<file path="src/verilog/cp0_debug_defs.svh">
// offsets, field positions, fixed read values and widths for the debug/cache regs
`ifndef CP0_DEBUG_DEFS_SVH
`define CP0_DEBUG_DEFS_SVH

// register indices and byte addresses (byte address is four times index)
`define IDX_DEBUG_STATUS  8'h17
`define IDX_RESUME_CNT    8'h18
`define IDX_CACHE_TEST    8'h1a
`define IDX_TAG_STAGING   8'h1c
`define IDX_DATA_STAGING  8'h1d
`define ADDR_DEBUG_STATUS 8'h5c
`define ADDR_RESUME_CNT   8'h60
`define ADDR_CACHE_TEST   8'h68
`define ADDR_TAG_STAGING  8'h70
`define ADDR_DATA_STAGING 8'h74

// debug status low fields
`define DBG_CAUSE_HI      14
`define DBG_CAUSE_LO      10
`define DBG_STEP_ABS_BIT  9
`define DBG_STEP_EN_BIT   8
`define DBG_INT_BIT       5
`define DBG_INSTR_BIT     4
`define DBG_STORE_BIT     3
`define DBG_LOAD_BIT      2
`define DBG_SWBP_BIT      1
`define DBG_STEP_BIT      0
`define SINGLE_STEP_ABSENT 1'b0

// cache test control fields
`define CTL_WAYTEST_BIT   29
`define CTL_SCRATCH_BIT   28

// tag staging fields
`define TAG_ADDR_HI       31
`define TAG_ADDR_LO       10
`define TAG_VALID_HI      7
`define TAG_VALID_LO      4
`define TAG_LOCK_BIT      2
`define TAG_HIST_BIT      1
`define WAYSEL_W          6

`define CACHE_IDX_W       12
`define ZERO32            32'h0000_0000

`endif

</file>
<file path="src/verilog/cp0_debug_pkg.sv">
// types shared by the debug cause and cache test register block
package cp0_debug_pkg;

    // indexed cache operation kinds
    typedef enum logic [1:0] {
        CACHE_LOAD_TAG   = 2'h0,
        CACHE_STORE_TAG  = 2'h1,
        CACHE_STORE_DATA = 2'h3
    } cache_op_t;

    // whole register state of the block
    typedef struct packed {
        logic [4:0]  debugCause;
        logic        singleStep;
        logic [5:0]  flags;
        logic [31:0] resumePc;
        logic        delaySlot;
        logic        wayTest;
        logic        scratch;
        logic [21:0] tagAddr;
        logic [3:0]  tagValid;
        logic        tagLock;
        logic        tagHist;
        logic [31:0] dataStage;
        logic [31:0] rdata;
        logic        resumeJump;
        logic        tagReq;
        logic        waySelReq;
        logic        dataReq;
        logic        scratchReq;
        logic        reqWrite;
        logic [31:0] reqWdata;
        logic [11:0] reqIndex;
    } regs_t;

endpackage

</file>
<file path="src/verilog/debug_cause_and_cache_test_regs.sv">
// debug cause, resume counter, cache test control and tag staging registers
`timescale 1ns/10ps
`include "cp0_debug_defs.svh"

//Behaviour
//- latest debug-mode exception cause held read-only in five bits
//- single-step absent bit reads zero, feature present
//- single-step enable bit, writable, resets to zero
//- reserved debug status bits 7:6 always read zero
//- debug interrupt flag set on entry, cleared by debug-mode exception
//- instruction break flag set on entry, cleared by debug-mode exception
//- store data break flag set on entry, cleared by debug-mode exception
//- load data break flag set on entry, cleared by debug-mode exception
//- software breakpoint flag set on entry, cleared by debug-mode exception
//- single-step flag set on entry, cleared by debug-mode exception
//- precise exception loads causing address, or branch address plus flag
//- debug interrupt loads the address where execution resumes
//- debug return jumps to resume counter; counter readable and writable
//- way-select test sends tag load/store to way-select RAM only
//- way-select test uses low six address bits of tag staging
//- way-select test enables indexed data store from data staging
//- scratchpad routing sends indexed tag and data ops to scratchpad
//- unused cache test bits read zero; both control bits reset zero
//- tag staging upper 22 bits hold line physical address
//- tag staging holds four per-word valid bits
//- tag staging holds lock bit keeping line from replacement
//- tag staging history bit inverts on each new line fill unless a non-way-select load tag return lands that cycle
//- indexed data store writes data staging value into data array only in way-select test without scratchpad routing
module debug_cause_and_cache_test_regs (
    // clock and reset
    input  wire logic                       clk_sys,
    input  wire logic                       rst,
    // register port
    input  wire logic [7:0]                 addr,
    input  wire logic [31:0]                wdata,
    input  wire logic                       wr,
    input  wire logic                       rd,
    output logic      [31:0]                rdata,
    // debug exception events from the pipeline
    input  wire logic                       debugExcTaken,
    input  wire logic [5:0]                 debugKind,
    input  wire logic                       excInDebug,
    input  wire logic [4:0]                 excCauseCode,
    input  wire logic [31:0]                excPc,
    input  wire logic                       excInDelaySlot,
    input  wire logic [31:0]                excBranchPc,
    input  wire logic                       debugReturn,
    // debug results to the pipeline
    output logic                            singleStepEnable,
    output logic                            delaySlotFlag,
    output logic                            resumeJump,
    output logic      [31:0]                resumeTarget,
    // indexed cache operations
    input  wire logic                       cacheOpValid,
    input  wire cp0_debug_pkg::cache_op_t   cacheOpKind,
    input  wire logic [`CACHE_IDX_W-1:0]    cacheIndex,
    input  wire logic                       loadRetValid,
    input  wire logic [31:0]                loadRetData,
    input  wire logic                       lineFill,
    // requests to cache, way-select, data and scratchpad arrays
    output logic                            tagReq,
    output logic                            waySelReq,
    output logic                            dataReq,
    output logic                            scratchReq,
    output logic                            reqWrite,
    output logic      [31:0]                reqWdata,
    output logic      [`CACHE_IDX_W-1:0]    reqIndex
);
    import cp0_debug_pkg::*;

    regs_t r;
    regs_t next_r;

    // packed image of the tag staging register
    function automatic logic [31:0] tagImage(input regs_t s);
        tagImage = {s.tagAddr, 2'h0, s.tagValid, 1'b0, s.tagLock,
                    s.tagHist, 1'b0};
    endfunction

    // read multiplexer; unmapped addresses return zero
    function automatic logic [31:0] readMux(input regs_t s,
                                            input logic [7:0] a);
        readMux = `ZERO32;
        unique case (a)
            `ADDR_DEBUG_STATUS: begin
                readMux[`DBG_CAUSE_HI:`DBG_CAUSE_LO] = s.debugCause;
                readMux[`DBG_STEP_ABS_BIT] = `SINGLE_STEP_ABSENT;
                readMux[`DBG_STEP_EN_BIT]  = s.singleStep;
                readMux[5:0]            = s.flags;
            end
            `ADDR_RESUME_CNT:   readMux = s.resumePc;
            `ADDR_CACHE_TEST: begin
                readMux[`CTL_WAYTEST_BIT] = s.wayTest;
                readMux[`CTL_SCRATCH_BIT] = s.scratch;
            end
            `ADDR_TAG_STAGING:  readMux = tagImage(s);
            `ADDR_DATA_STAGING: readMux = s.dataStage;
            default:            readMux = `ZERO32;
        endcase
    endfunction

    // next state: software first, hardware events after so they win
    always_comb begin
        next_r            = r;
        next_r.rdata      = `ZERO32;
        next_r.resumeJump = 1'b0;
        next_r.tagReq     = 1'b0;
        next_r.waySelReq  = 1'b0;
        next_r.dataReq    = 1'b0;
        next_r.scratchReq = 1'b0;
        next_r.reqWrite   = 1'b0;

        if (rd) begin
            next_r.rdata = readMux(r, addr);
        end

        // software writes land next cycle for the following instruction
        if (wr) begin
            unique case (addr)
                `ADDR_DEBUG_STATUS: begin
                    next_r.singleStep = wdata[`DBG_STEP_EN_BIT];
                    next_r.flags[`DBG_INT_BIT] = wdata[`DBG_INT_BIT];
                end
                `ADDR_RESUME_CNT: next_r.resumePc = wdata;
                `ADDR_CACHE_TEST: begin
                    next_r.wayTest = wdata[`CTL_WAYTEST_BIT];
                    next_r.scratch = wdata[`CTL_SCRATCH_BIT];
                end
                `ADDR_TAG_STAGING: begin
                    next_r.tagAddr  = wdata[`TAG_ADDR_HI:`TAG_ADDR_LO];
                    next_r.tagValid = wdata[`TAG_VALID_HI:`TAG_VALID_LO];
                    next_r.tagLock  = wdata[`TAG_LOCK_BIT];
                    next_r.tagHist  = wdata[`TAG_HIST_BIT];
                end
                `ADDR_DATA_STAGING: next_r.dataStage = wdata;
                default: ;
            endcase
        end

        // entry into debug mode: exactly the cause bit is set
        if (debugExcTaken) begin
            for (int i = 0; i < 6; i++) begin
                next_r.flags[i] = debugKind[i];
            end
            if (debugKind[`DBG_INT_BIT]) begin
                next_r.resumePc  = excPc;
                next_r.delaySlot = 1'b0;
            end else begin
                next_r.resumePc  = excInDelaySlot ? excBranchPc : excPc;
                next_r.delaySlot = excInDelaySlot;
            end
        end else if (excInDebug) begin
            // debug-mode exception wipes every cause flag
            next_r.flags      = 6'h00;
            next_r.debugCause = excCauseCode;
            next_r.resumePc   = excInDelaySlot ? excBranchPc : excPc;
            next_r.delaySlot  = excInDelaySlot;
        end

        if (debugReturn) begin
            next_r.resumeJump = 1'b1;
        end

        // history bit follows fills of the staged entry
        if (lineFill) begin
            next_r.tagHist = ~r.tagHist;
        end

        // load tag return: way-select data lands in low address bits only
        if (loadRetValid) begin
            if (r.wayTest && !r.scratch) begin
                next_r.tagAddr[`WAYSEL_W-1:0] =
                    loadRetData[`WAYSEL_W-1:0];
            end else begin
                next_r.tagAddr  = loadRetData[`TAG_ADDR_HI:`TAG_ADDR_LO];
                next_r.tagValid = loadRetData[`TAG_VALID_HI:`TAG_VALID_LO];
                next_r.tagLock  = loadRetData[`TAG_LOCK_BIT];
                next_r.tagHist  = loadRetData[`TAG_HIST_BIT];
            end
        end

        // routing of indexed cache operations
        if (cacheOpValid) begin
            next_r.reqIndex = cacheIndex;
            next_r.reqWrite = (cacheOpKind != CACHE_LOAD_TAG);
            next_r.reqWdata = tagImage(r);
            if (cacheOpKind == CACHE_STORE_DATA) begin
                next_r.reqWdata = r.dataStage;
            end else if (r.wayTest && !r.scratch) begin
                next_r.reqWdata = {26'h000_0000,
                                   r.tagAddr[`WAYSEL_W-1:0]};
            end
            if (r.scratch) begin
                next_r.scratchReq = 1'b1;
            end else if (r.wayTest) begin
                next_r.waySelReq = (cacheOpKind != CACHE_STORE_DATA);
                next_r.dataReq   = (cacheOpKind == CACHE_STORE_DATA);
            end else begin
                // data store is ignored outside test mode
                next_r.tagReq   = (cacheOpKind != CACHE_STORE_DATA);
                next_r.reqWrite = (cacheOpKind == CACHE_STORE_TAG);
            end
        end
    end

    // state register; undefined fields still clear for a known start
    always_ff @(posedge clk_sys) begin
        if (rst) begin
            r <= '0;
        end else begin
            r <= next_r;
        end
    end

    // outputs straight from flops
    assign rdata            = r.rdata;
    assign singleStepEnable = r.singleStep;
    assign delaySlotFlag    = r.delaySlot;
    assign resumeJump       = r.resumeJump;
    assign resumeTarget     = r.resumePc;
    assign tagReq           = r.tagReq;
    assign waySelReq        = r.waySelReq;
    assign dataReq          = r.dataReq;
    assign scratchReq       = r.scratchReq;
    assign reqWrite         = r.reqWrite;
    assign reqWdata         = r.reqWdata;
    assign reqIndex         = r.reqIndex;
endmodule

</file>
<file path="config.mk">
export PLATFORM = sky130hd
export DESIGN_NAME = debug_cause_and_cache_test_regs
export DESIGN_NICKNAME = d
export VERILOG_FILES = /design/src/verilog/cp0_debug_pkg.sv /design/src/verilog/debug_cause_and_cache_test_regs.sv
export VERILOG_INCLUDE_DIRS = /design/src /design/src/verilog
export SDC_FILE = /design/constraint.sdc
export NUM_CORES = 1
export LEC_CHECK = 0
export BUFFER_PORTS_ARGS = -buffer_cell sky130_fd_sc_hd__buf_4
export CELL_PAD_IN_SITES_DETAIL_PLACEMENT = 0
export CELL_PAD_IN_SITES_GLOBAL_PLACEMENT = 1
export CORE_MARGIN = 2
export CORE_UTILIZATION = 40
export DETAILED_ROUTE_END_ITERATION = 6
export GPL_TIMING_DRIVEN = 1
export MAX_ROUTING_LAYER = met4
export PLACE_DENSITY = 0.83
export SLEW_MARGIN = 20
export SYNTH_ARGS = -nofsm -noshare
export SYNTH_HDL_FRONTEND = slang
export SYNTH_SLANG_ARGS = --single-unit
</file>
<file path="constraint.sdc">
create_clock -name clk_sys -period 5.3 [get_ports clk_sys]
set_input_delay 1.06 -clock clk_sys [delete_from_list [all_inputs] [get_ports clk_sys]]
set_output_delay 1.06 -clock clk_sys [all_outputs]
set_load 0.02 [all_outputs]
</file>
=== Yosys cells after proc, flatten, opt, wreduce, memory -nomap -nowiden ===
Cells that the tools add are included.

* Flip-flop bits (word level): 189
* Input port bits: 172
* Output and inout bits: 116
* Word-level logic and storage cells: 84

* Eq/ne operators: 8
* Muxes and demuxes: 28
* Bitwise operators: 5
* Reduce and logical (&&, ||, !) cells: 20

{| class="wikitable"
|+ Operators by type and width
! kind !! count
|-
| 32-bit 2-to-1 mux || 6
|-
| 39-bit 2-to-1 mux || 2
|-
| 60-bit 2-to-1 mux || 1
|-
| 28-bit 2-to-1 mux || 2
|-
| 8-bit by 7-bit == test with 1-bit output (second input constant) || 5
|-
| 13-bit one-hot mux with 3 select lines || 1
|-
| 33-bit 2-to-1 mux || 1
|-
| 7-bit one-hot mux with 4 select lines || 1
|-
| 6-bit one-hot mux with 4 select lines || 1
|-
| 16-bit 2-to-1 mux || 1
|-
| 2-bit AND reduction || 7
|-
| 6-bit 2-to-1 mux || 2
|-
| 2-bit one-hot mux with 3 select lines || 2
|-
| 3-bit nonzero test || 3
|-
| 2-bit one-hot mux with 4 select lines || 1
|-
| 2-bit nonzero test || 4
|-
| 4-bit OR reduction || 2
|-
| 1-bit 2-to-1 mux || 7
|-
| 1-bit NOT || 5
|-
| 2-bit OR reduction || 2
|-
| 2-bit by 1-bit == test with 1-bit output (second input constant) || 1
|-
| 2-bit == test (second input constant) || 1
|-
| 2-bit != test (second input constant) || 1
|-
| 1-bit logical AND || 1
|-
| 1-bit zero test || 1
|}

=== Longest topological paths before layout ===
Gate-level depths: netlist of run 1.

* Word-level depth: 6
* Gate-level depth with buffers: 7
* Mapped depth without buffers: 4

=== Worst setup path before layout of run 1 ===
OpenSTA, ideal clock, no wires.

* Kind: input to register
* Start point: input rst
* End point: register r, in the netlist rdata[9]
* Setup time: 0.065 ns
* Data arrival time: 2.327 ns
* Required time: 5.235 ns
* Slack: 2.908 ns
* Stages: 6
* Path buffers: 2
* Path through: buf_2 or4b_1 nor3b_2 o21ai_1 buf_2 nor2_1

* Longest elaborated chain between the ends: 1

{| class="wikitable"
|+ RTL lines
! what !! RTL line !! RTL
|-
| from (decl) || debug_cause_and_cache_test_regs.sv:32 || <nowiki>input wire logic rst,</nowiki>
|-
| 2-bit OR reduction (no line) || -- ||
|-
| to (signal assigned) || debug_cause_and_cache_test_regs.sv:211 || <nowiki>r <= next_r;</nowiki>
|-
| to (decl) || debug_cause_and_cache_test_regs.sv:71 || <nowiki>regs_t r;</nowiki>
|}

Every way passes these cells.
A chain may end at the register's enable or synchronous reset.

=== Worst setup path in the final report of run 1 ===
* Start point: input addr[3]
* End point: register r, in the netlist resumeTarget[10]

* Longest elaborated chain between the ends: 3

{| class="wikitable"
|+ RTL lines
! what !! RTL line !! RTL
|-
| from (decl) || debug_cause_and_cache_test_regs.sv:34 || <nowiki>input wire logic [7:0] addr,</nowiki>
|-
| 8-bit by 7-bit == test with 1-bit output || debug_cause_and_cache_test_regs.sv:119 || <nowiki>unique case (addr)</nowiki>
|-
| 3-bit nonzero test (no line) || -- ||
|-
| 2-bit AND reduction (no line) || -- ||
|}

Every way passes these cells.

==> flow_summary.toml, run 1 <==
[detailed_routing]
drt_pass1_iterations = 6
final_antenna_net_count = 0
wire_per_inst_microns = 20.5
vias = 7892
drt_iter0_drc = 645
drt-vias-per-instance = 5.55
drc_errors = 0
wl_mm = 29.1

[logic_synthesis]
synth_area_leader_cell = "dfxtp_1"
synth_nets = 1185
yosysSeqAreaShare_pct = 43.4
synthTopCellsByArea = "dfxtp_1, buf_4, a222oi_1"
async_flop_share_pct = 0
netlist_area_sq_um = 8710
synthFlopType = "dfxtp_1"
yosys_warnings = 0
synthTopCellsByCount = "dfxtp_1, nor2_1, nand2_1"
synth_most_common_cell = "dfxtp_1"
synth.avg_cell_area_sq_um = 8.60
synth_cell_types = 43
syn_inst = 1013
synth_top_area_share_pct = 43.4
synth-seq-cells = 189
synth_edf_count = 0

[sta]
rsz0062_at_grt = "false"
skew_ps = 13.1
maxSlewViolCount = 0
worst_pin_slew_ps = 999
max-slew-margin-rel_pct = 33.4
min_period_ps = 3040
finalHoldViolations = 0
setup_ws_ps = 2260
finalSetupViolCount = 0
setup_tns_ps = 0
finalCritPeriodShare_pct = 57.4
max_freq_ghz = 0.329

[grt]
grt_max_degree = 74
grt_pass1_wl_mm = 43.0
antenna_found_initial = 0
grt_overflow = 0
grt_pass1_vias = 7345
grtUsageTotal_pct = 25.5

[placement]
post_dp_cell_area_sq_um = 10200
placed_cells = 1391
gp_congestion = 0.808
pre_cts_slack_ps = 1780
io_buffers = 285
dp_hpwl_mm = 19.6

[floorplanning]
rows = 53
core-area_sq_um = 21200
ios = 288
start_util_pct = 41.1
die_h_microns = 152
die_w_microns = 152
die_area_sq_um = 23000

[cells_and_area]
area_delta_synth_final_pct = 23.1
final_nets = 1307
drive_above_1_share_pct = 30.7
finalInstanceArea_sq_um = 10700
n_fill_cell = 2064
fin_cells = 1422
finish.utilization_pct = 50.5
antenna_cells = 0

[critical_path]
critical_path_class = "input pin to flop"
critPathMaxFanout = 50
cp-start-kind = "input pin"
required_ps = 5630
endpoint_kind = "flop"
crit_arrival_ps = 3380

[hold_path]
hold_class = "flop to flop"

[clocking]
clk_pin_slew_ps = 80
numCtsBuffers = 17
htreeDepth = 4
cts_sinks = 189
clockBufferDepth = 2
cts_tree = "done"
ctsHoldBuffers = 0
root_buffer = "clkbuf_16"
cts_resized = 0
cts_post_setup_buffers_inserted = 0
clk_latency_ps = 430

[power_and_ir_drop]
power.leakage_nw = 4.34
powerDensity_nw_per_um2 = 301
vdd.ir_drop.worst_v = 0.000178

[status]
outcome = "completed"

[job]
max_cap_violations = 0
## through the flow
stage          power (mW)  hold slack (ps)
5_1_grt              3.36              490
6_report             3.23              471
4_1_cts              3.26              471
2_1_floorplan        1.83              447
3_5_place_dp         2.02              459
3_3_place_gp         2.02              457
## per-layer routing
metal / up-vias / part of all wire, % / track usage [%]
met5: - / 0 / -
met4: 0 / 2.3 / 7.92
met3: 36 / 6.8 / 4.97
met2: 293 / 47 / 38.9
met1: 3750 / 44 / 34.3
li1: 3813 / - / -
## critical path, cell delays in order
cell and delay, ps:
buf_4 140, nor4_4 260, buf_4 320, a311o_2 910, buf_4 370, nor2_1 60, a211oi_1 240
## cell usage in the layout (no fill, tap or decap), drive strengths merged, types with 4 or more instances in the layout
cell      n
nor3     21
clkinv    7
nand2b   11
clkbuf   18
buf     301
o21ai     5
a22oi    34
a211oi   61
and2      5
nand3     7
a311o     5
nor2b     6
dfxtp   189
inv       9
a21oi    43
a311oi   22
nor3b     7
nand2   133
a22o     17
nor2    145
a31o      6
and3      4
a222oi   56
mux2i    18
## final cells by class
class | instances | area (sq um) | area share [%]
multi-input combinational | 622 | 3750 | 35.0
sequential | 189 | 3780 | 35.3
clock inverter | 13 | 130 | 1.21
tap | 275 | 344 | 3.21
inverter | 4 | 15.0 | 0.140
clock buffer | 18 | 439 | 4.09
timing repair buffer | 301 | 2260 | 21.1
## flip-flops by register name (all words and copies together) (netlist names)
signal and count:
dataReq 1, delaySlotFlag 1, r 73, rdata 32
reqIndex 12, reqWdata 32, reqWrite 1, resumeJump 1
resumeTarget 32, scratchReq 1, singleStepEnable 1, tagReq 1
waySelReq 1
## kinds of logic after synthesis
family	Yosys count	synth area share (%)
AO/OA/AOI/OAI	255	23.1
buffers and inverters	202	14.1
flip-flops	189	43.4
multiplexers	18	2.07
AND/OR/NAND/NOR	349	17.3
## worst paths after layout
check / start / slack [ps] / depth (start not counted) / endpoint
worst min register to register: reqWdata[8] / 470 / 2 / reqWdata[8]
worst max-delay path: addr[3] / 2260 / 7 / resumeTarget[10]
worst min-delay path: reqWdata[8] / 470 / 2 / reqWdata[8]
worst max register to register: r[142] / 2730 / 4 / r[114]
## report_power, final
part           leakage (nW)  internal, mW  switching, mW  total, mW
clock                 0.277         0.634          0.603       1.24
sequential             1.55          1.48         0.0471       1.53
combinational          2.51         0.213          0.247      0.460
total                  4.34          2.33          0.898       3.23
Power figures use the tool's default switching activity.
==> run 2, diff against run 1 <==
Settings changed: CORE_UTILIZATION 40 to 33, PLACE_DENSITY 0.83 to 0.73.
Clock period 5.3 ns to 2.6 ns, I/O delays scaled along.
==> run 2 against run 1 <==
The flow now finishes with violations (design-rule violations); first-iteration DRC count rose by 14%; global-route usage fell by 3.5 points; sequential power rose by 100%; critical path depth fell by 1; via count rose by 0.86%; die area rose by 21%; clock power rose by 120%; routed wire length rose by 5.0%; worst hold slack got worse by 190 ps.
==> flow_summary.toml, run 2 (synthesized netlist as in run 1, its figures left out) <==
[clocking]
htreeDepth = 4
cts_resized = 0
cts_sinks = 189
ctsHoldBuffers = 0
numCtsBuffers = 17
cts_post_setup_buffers_inserted = 0
root_buffer = "clkbuf_16"
clockBufferDepth = 2
clk_latency_ps = 440
cts_tree = "done"
clk_pin_slew_ps = 80

[sta]
finalSetupViolCount = 0
finalCritPeriodShare_pct = 82.4
max_freq_ghz = 0.467
worst_pin_slew_ps = 978
maxSlewViolCount = 0
rsz0062_at_grt = "false"
finalHoldViolations = 0
max-slew-margin-rel_pct = 34.6
min_period_ps = 2140
setup_tns_ps = 0
skew_ps = 14.3
holdWs_ps = 280

[cells_and_area]
area_delta_synth_final_pct = 26.6
final_common_cell = "buf_4"
final_cell_mix = "buf_4, dfxtp_1, nor2_1"
top_register = "r"
finish.utilization_pct = 42.5
drive_above_1_share_pct = 31.9
largest_reg_flops = 73
final_nets = 1324
n_fill_cell = 2665

[power_and_ir_drop]
power.leakage_nw = 4.46
powerDensity_nw_per_um2 = 616
vdd.ir_drop.worst_v = 0.000336
seqPwrFrac_pct = 45.9
power_frac_comb_pct = 14.0
power_frac_clock_pct = 40.1
p_sw_mw = 2.00
switching_share_pct = 29.4
intPower_mw = 4.80

[hold_path]
hold_depth = 2
hold_class = "input pin to flop"

[critical_path]
reg2reg_depth = 6
endpoint_kind = "flop"
crit_arrival_ps = 2480
critical_path_class = "input pin to flop"
critPathMaxFanout = 19
required_ps = 2940
cp-start-kind = "input pin"

[grt]
grt_pass1_vias = 7623
antenna_found_initial = 1
grt_pass1_wl_mm = 46.0
grtUsageTotal_pct = 22.0
grt_overflow = 0
grt_max_degree = 81

[status]
failed_checks = "design-rule violations"
outcome = "complete, but fails checks"

[floorplanning]
die_area_sq_um = 27700
rows = 59
ios = 288
die_h_microns = 166
start_util_pct = 33.5
core-area_sq_um = 26000
die_w_microns = 166

[placement]
io_buffers = 285
dp_hpwl_mm = 21.4
gp_congestion = 0.789

[detailed_routing]
drt_pass1_iterations = 7
final_antenna_net_count = 0
vias = 7960
wire_per_inst_microns = 20.4
drt-vias-per-instance = 5.30
drc_errors = 5
drt_iter0_drc = 736
wl_mm = 30.5

[job]
max_cap_violations = 0
[run 2: layer usage]
| layer | vias to the layer above | global-route usage (%) | part of all wire [%] |
|---|---|---|---|
| met1 | 3799 | 29.7 | 46 |
| li1 | 3834 | - | - |
| met5 | - | - | 0 |
| met2 | 288 | 33.6 | 46 |
| met4 | 0 | 5.96 | 1.8 |
| met3 | 39 | 4.37 | 6.1 |
[run 2: path summary, 6_finish.rpt]
kind	startpoint	slack, ps	end
min	cacheOpKind[1]	280	reqWrite
max	debugExcTaken	460	resumeTarget[20]
min reg2reg	r[93]	480	r[93]
max reg2reg	r[143]	970	reqWdata[6]
[run 2: worst max-delay path: stages]
cell and delay (ps):
buf_4 150, and2_1 190, nor3_4 800, buf_4 380
a222oi_1 120, a211oi_1 310
[run 2: stage by stage]
stage	instances	power, mW	instance area, sq um	worst slack (ps)
2_1_floorplan	1013	3.73	8710	748
3_3_place_gp	1468	4.13	10400	76.2
3_5_place_dp	1468	4.14	10400	16.8
4_1_cts	1500	6.86	11000	478
5_1_grt	1501	7.06	11000	315
6_report	1501	6.80	11000	459
[run 2: power groups by stage]
stage	clock [mW]	combinational (mW)	sequential, mW
2_1_floorplan	0	0.580	3.15
3_3_place_gp	0	0.952	3.18
3_5_place_dp	0	0.958	3.18
4_1_cts	2.79	0.961	3.12
5_1_grt	2.89	1.03	3.13
6_report	2.73	0.953	3.12
[run 2: layout make-up]
type                       instances  area (sq um)  share of cell area, %
antenna                            1          2.50                 0.0227
clock buffer                      17           425                   3.86
clock inverter                    15           206                   1.87
inverter                           4          15.0                  0.136
multi-input combinational        622          3760                   34.1
sequential                       189          3780                   34.3
tap                              335           419                   3.80
timing repair buffer             318          2420                   22.0
==> run 3, diff against run 2 <==
Settings changed: CORE_UTILIZATION 33 to 37, PLACE_DENSITY 0.73 to 0.77.
Clock period 2.6 ns to 2 ns, I/O delays scaled along.
==> run 3 against run 2 <==
The flow still finishes with violations (design-rule violations); power is 28% higher; register-to-register slack worse by 520 ps; critical path depth is 1 lower; highest routed layer unchanged; global-route usage is 2.4 points higher; die area is 11% lower; utilization is 5.8 points higher; cell count is 0.13% lower; worst hold slack worse by 99 ps; critical path type is now flop to flop; clock-buffer cell count is 2 higher; combinational power is 33% higher; non-clock buffer count is 15 higher; sequential power is 30% higher.
==> flow_summary.toml, run 3 (synthesized netlist as in run 1, its figures left out) <==
[status]
failed_checks = "design-rule violations"
outcome = "complete, but fails checks"

[sta]
finalSetupViolCount = 0
skew_ps = 11.8
finalCritPeriodShare_pct = 77.5
max-slew-margin-rel_pct = 41.5
holdWs_ps = 181
min_period_ps = 1550
finalHoldViolations = 0
setup_ws_ps = 451
max_freq_ghz = 0.646
maxSlewViolCount = 0
setup_tns_ps = 0
rsz0062_at_grt = "false"
worst_pin_slew_ps = 877

[floorplanning]
start_util_pct = 37.5
die_h_microns = 157
die_w_microns = 157
core-area_sq_um = 23300
rows = 56
die_area_sq_um = 24800
ios = 288

[critical_path]
endpoint_kind = "flop"
slowest_delay_ps = 470
slowest_stage = "dfxtp_1"
critical_path_class = "flop to flop"
worstPathCellList = "nand2b_1, buf_4, nand2_1, a311o_1, o21ai_0"
critPathMaxFanout = 13
crit_buf_inv = 1
reg2reg_depth = 5
crit_cells = 5
required_ps = 2350
cp-start-kind = "flop"
cp_top_family = "flip-flops"
crit_arrival_ps = 1900

[detailed_routing]
wl_met2_mm = 14.3
drt-vias-per-instance = 5.34
drc_errors = 13
drt_iter0_drc = 835
top_layer = "met4"
drt_pass1_iterations = 7
vias = 8003
wl_met3_mm = 1.94
wire_per_inst_microns = 20.0
drt-met1-wl_mm = 13.2
wl_mm = 29.9
final_antenna_net_count = 0

[placement]
gp_congestion = 0.842
io_buffers = 285
pre_cts_slack_ps = 15.8
placed_cells = 1467
dp_hpwl_mm = 20.9
post_dp_cell_area_sq_um = 10700

[cells_and_area]
final_nets = 1339
finalInstanceArea_sq_um = 11200
top_register = "r"
largest_reg_flops = 73
drive_above_1_share_pct = 32.6
fin_cells = 1499
final_common_cell = "buf_4"
area_delta_synth_final_pct = 29.0
n_fill_cell = 2377
antenna_cells = 0
final_cell_mix = "buf_4, dfxtp_1, nor2_1"

[grt]
grt_overflow = 0
antenna_found_initial = 0
grt_pass1_vias = 7730
grt_max_degree = 78
grt_pass1_wl_mm = 44.5
grtUsageTotal_pct = 24.4

[job]
max_cap_violations = 0

[clocking]
clockBufferDepth = 2
cts_post_setup_buffers_inserted = 0
cts_resized = 0
cts_sinks = 189
cts_tree = "done"
ctsHoldBuffers = 0
clk_pin_slew_ps = 70
htreeDepth = 4
numCtsBuffers = 17
root_buffer = "clkbuf_16"
clk_latency_ps = 430

[power_and_ir_drop]
vdd.ir_drop.worst_v = 0.000517
power.leakage_nw = 4.57
powerDensity_nw_per_um2 = 772

[hold_path]
hold_class = "input pin to flop"
hold_depth = 2
## run 3: changes by cell type in the layout (fill, tap and decap cells not counted), sizes merged
| cell | before | now |
|---|---|---|
| diode | 1 | 0 |
| clkinv | 9 | 2 |
| clkbuf | 17 | 19 |
| buf | 318 | 333 |
| inv | 10 | 12 |
| clkinvlp | 0 | 3 |
## run 3: path summary, 6_finish.rpt
| check | from | to | slack (ps) |
|---|---|---|---|
| min | debugReturn | resumeJump | 180 |
| max | r[142] | reqWdata[2] | 450 |
| min reg2reg | reqWdata[8] | reqWdata[8] | 470 |
| max reg2reg | r[142] | reqWdata[2] | 450 |
## run 3: worst reg2reg max path, stage by stage, from the launching register on
cell      delay (ps)
dfxtp_1          470
nand2b_1         200
buf_4            250
nand2_1           90
a311o_1          380
o21ai_0           90
## run 3: metal layers
metal	GRT usage [%]	vias to the layer above
met5	-	-
met4	6.71	0
met3	4.07	28
met2	38.0	311
met1	32.6	3792
li1	-	3872
## run 3: per-stage QoR
step / util (%) / total power, mW
finish: 48.3 / 8.67
global placement: 45.8 / 5.39
global route: 48.3 / 9.03
detailed placement: 45.8 / 5.41
CTS: 48.3 / 8.76
floorplan: - / 4.85
## run 3: report_power, final
group	switching, mW	internal (mW)
clock network	1.64	1.72
logic	0.668	0.603
registers	0.124	3.93
## run 3: final cells by class
class	count	area [sq um]	share of cell area, %
Sequential cell	189	3780	33.7
Inverter	4	15.0	0.134
Tap cell	319	399	3.55
Timing Repair Buffer	333	2710	24.1
Multi-Input combinational cell	622	3750	33.4
Clock inverter	13	123	1.09
Clock buffer	19	453	4.03
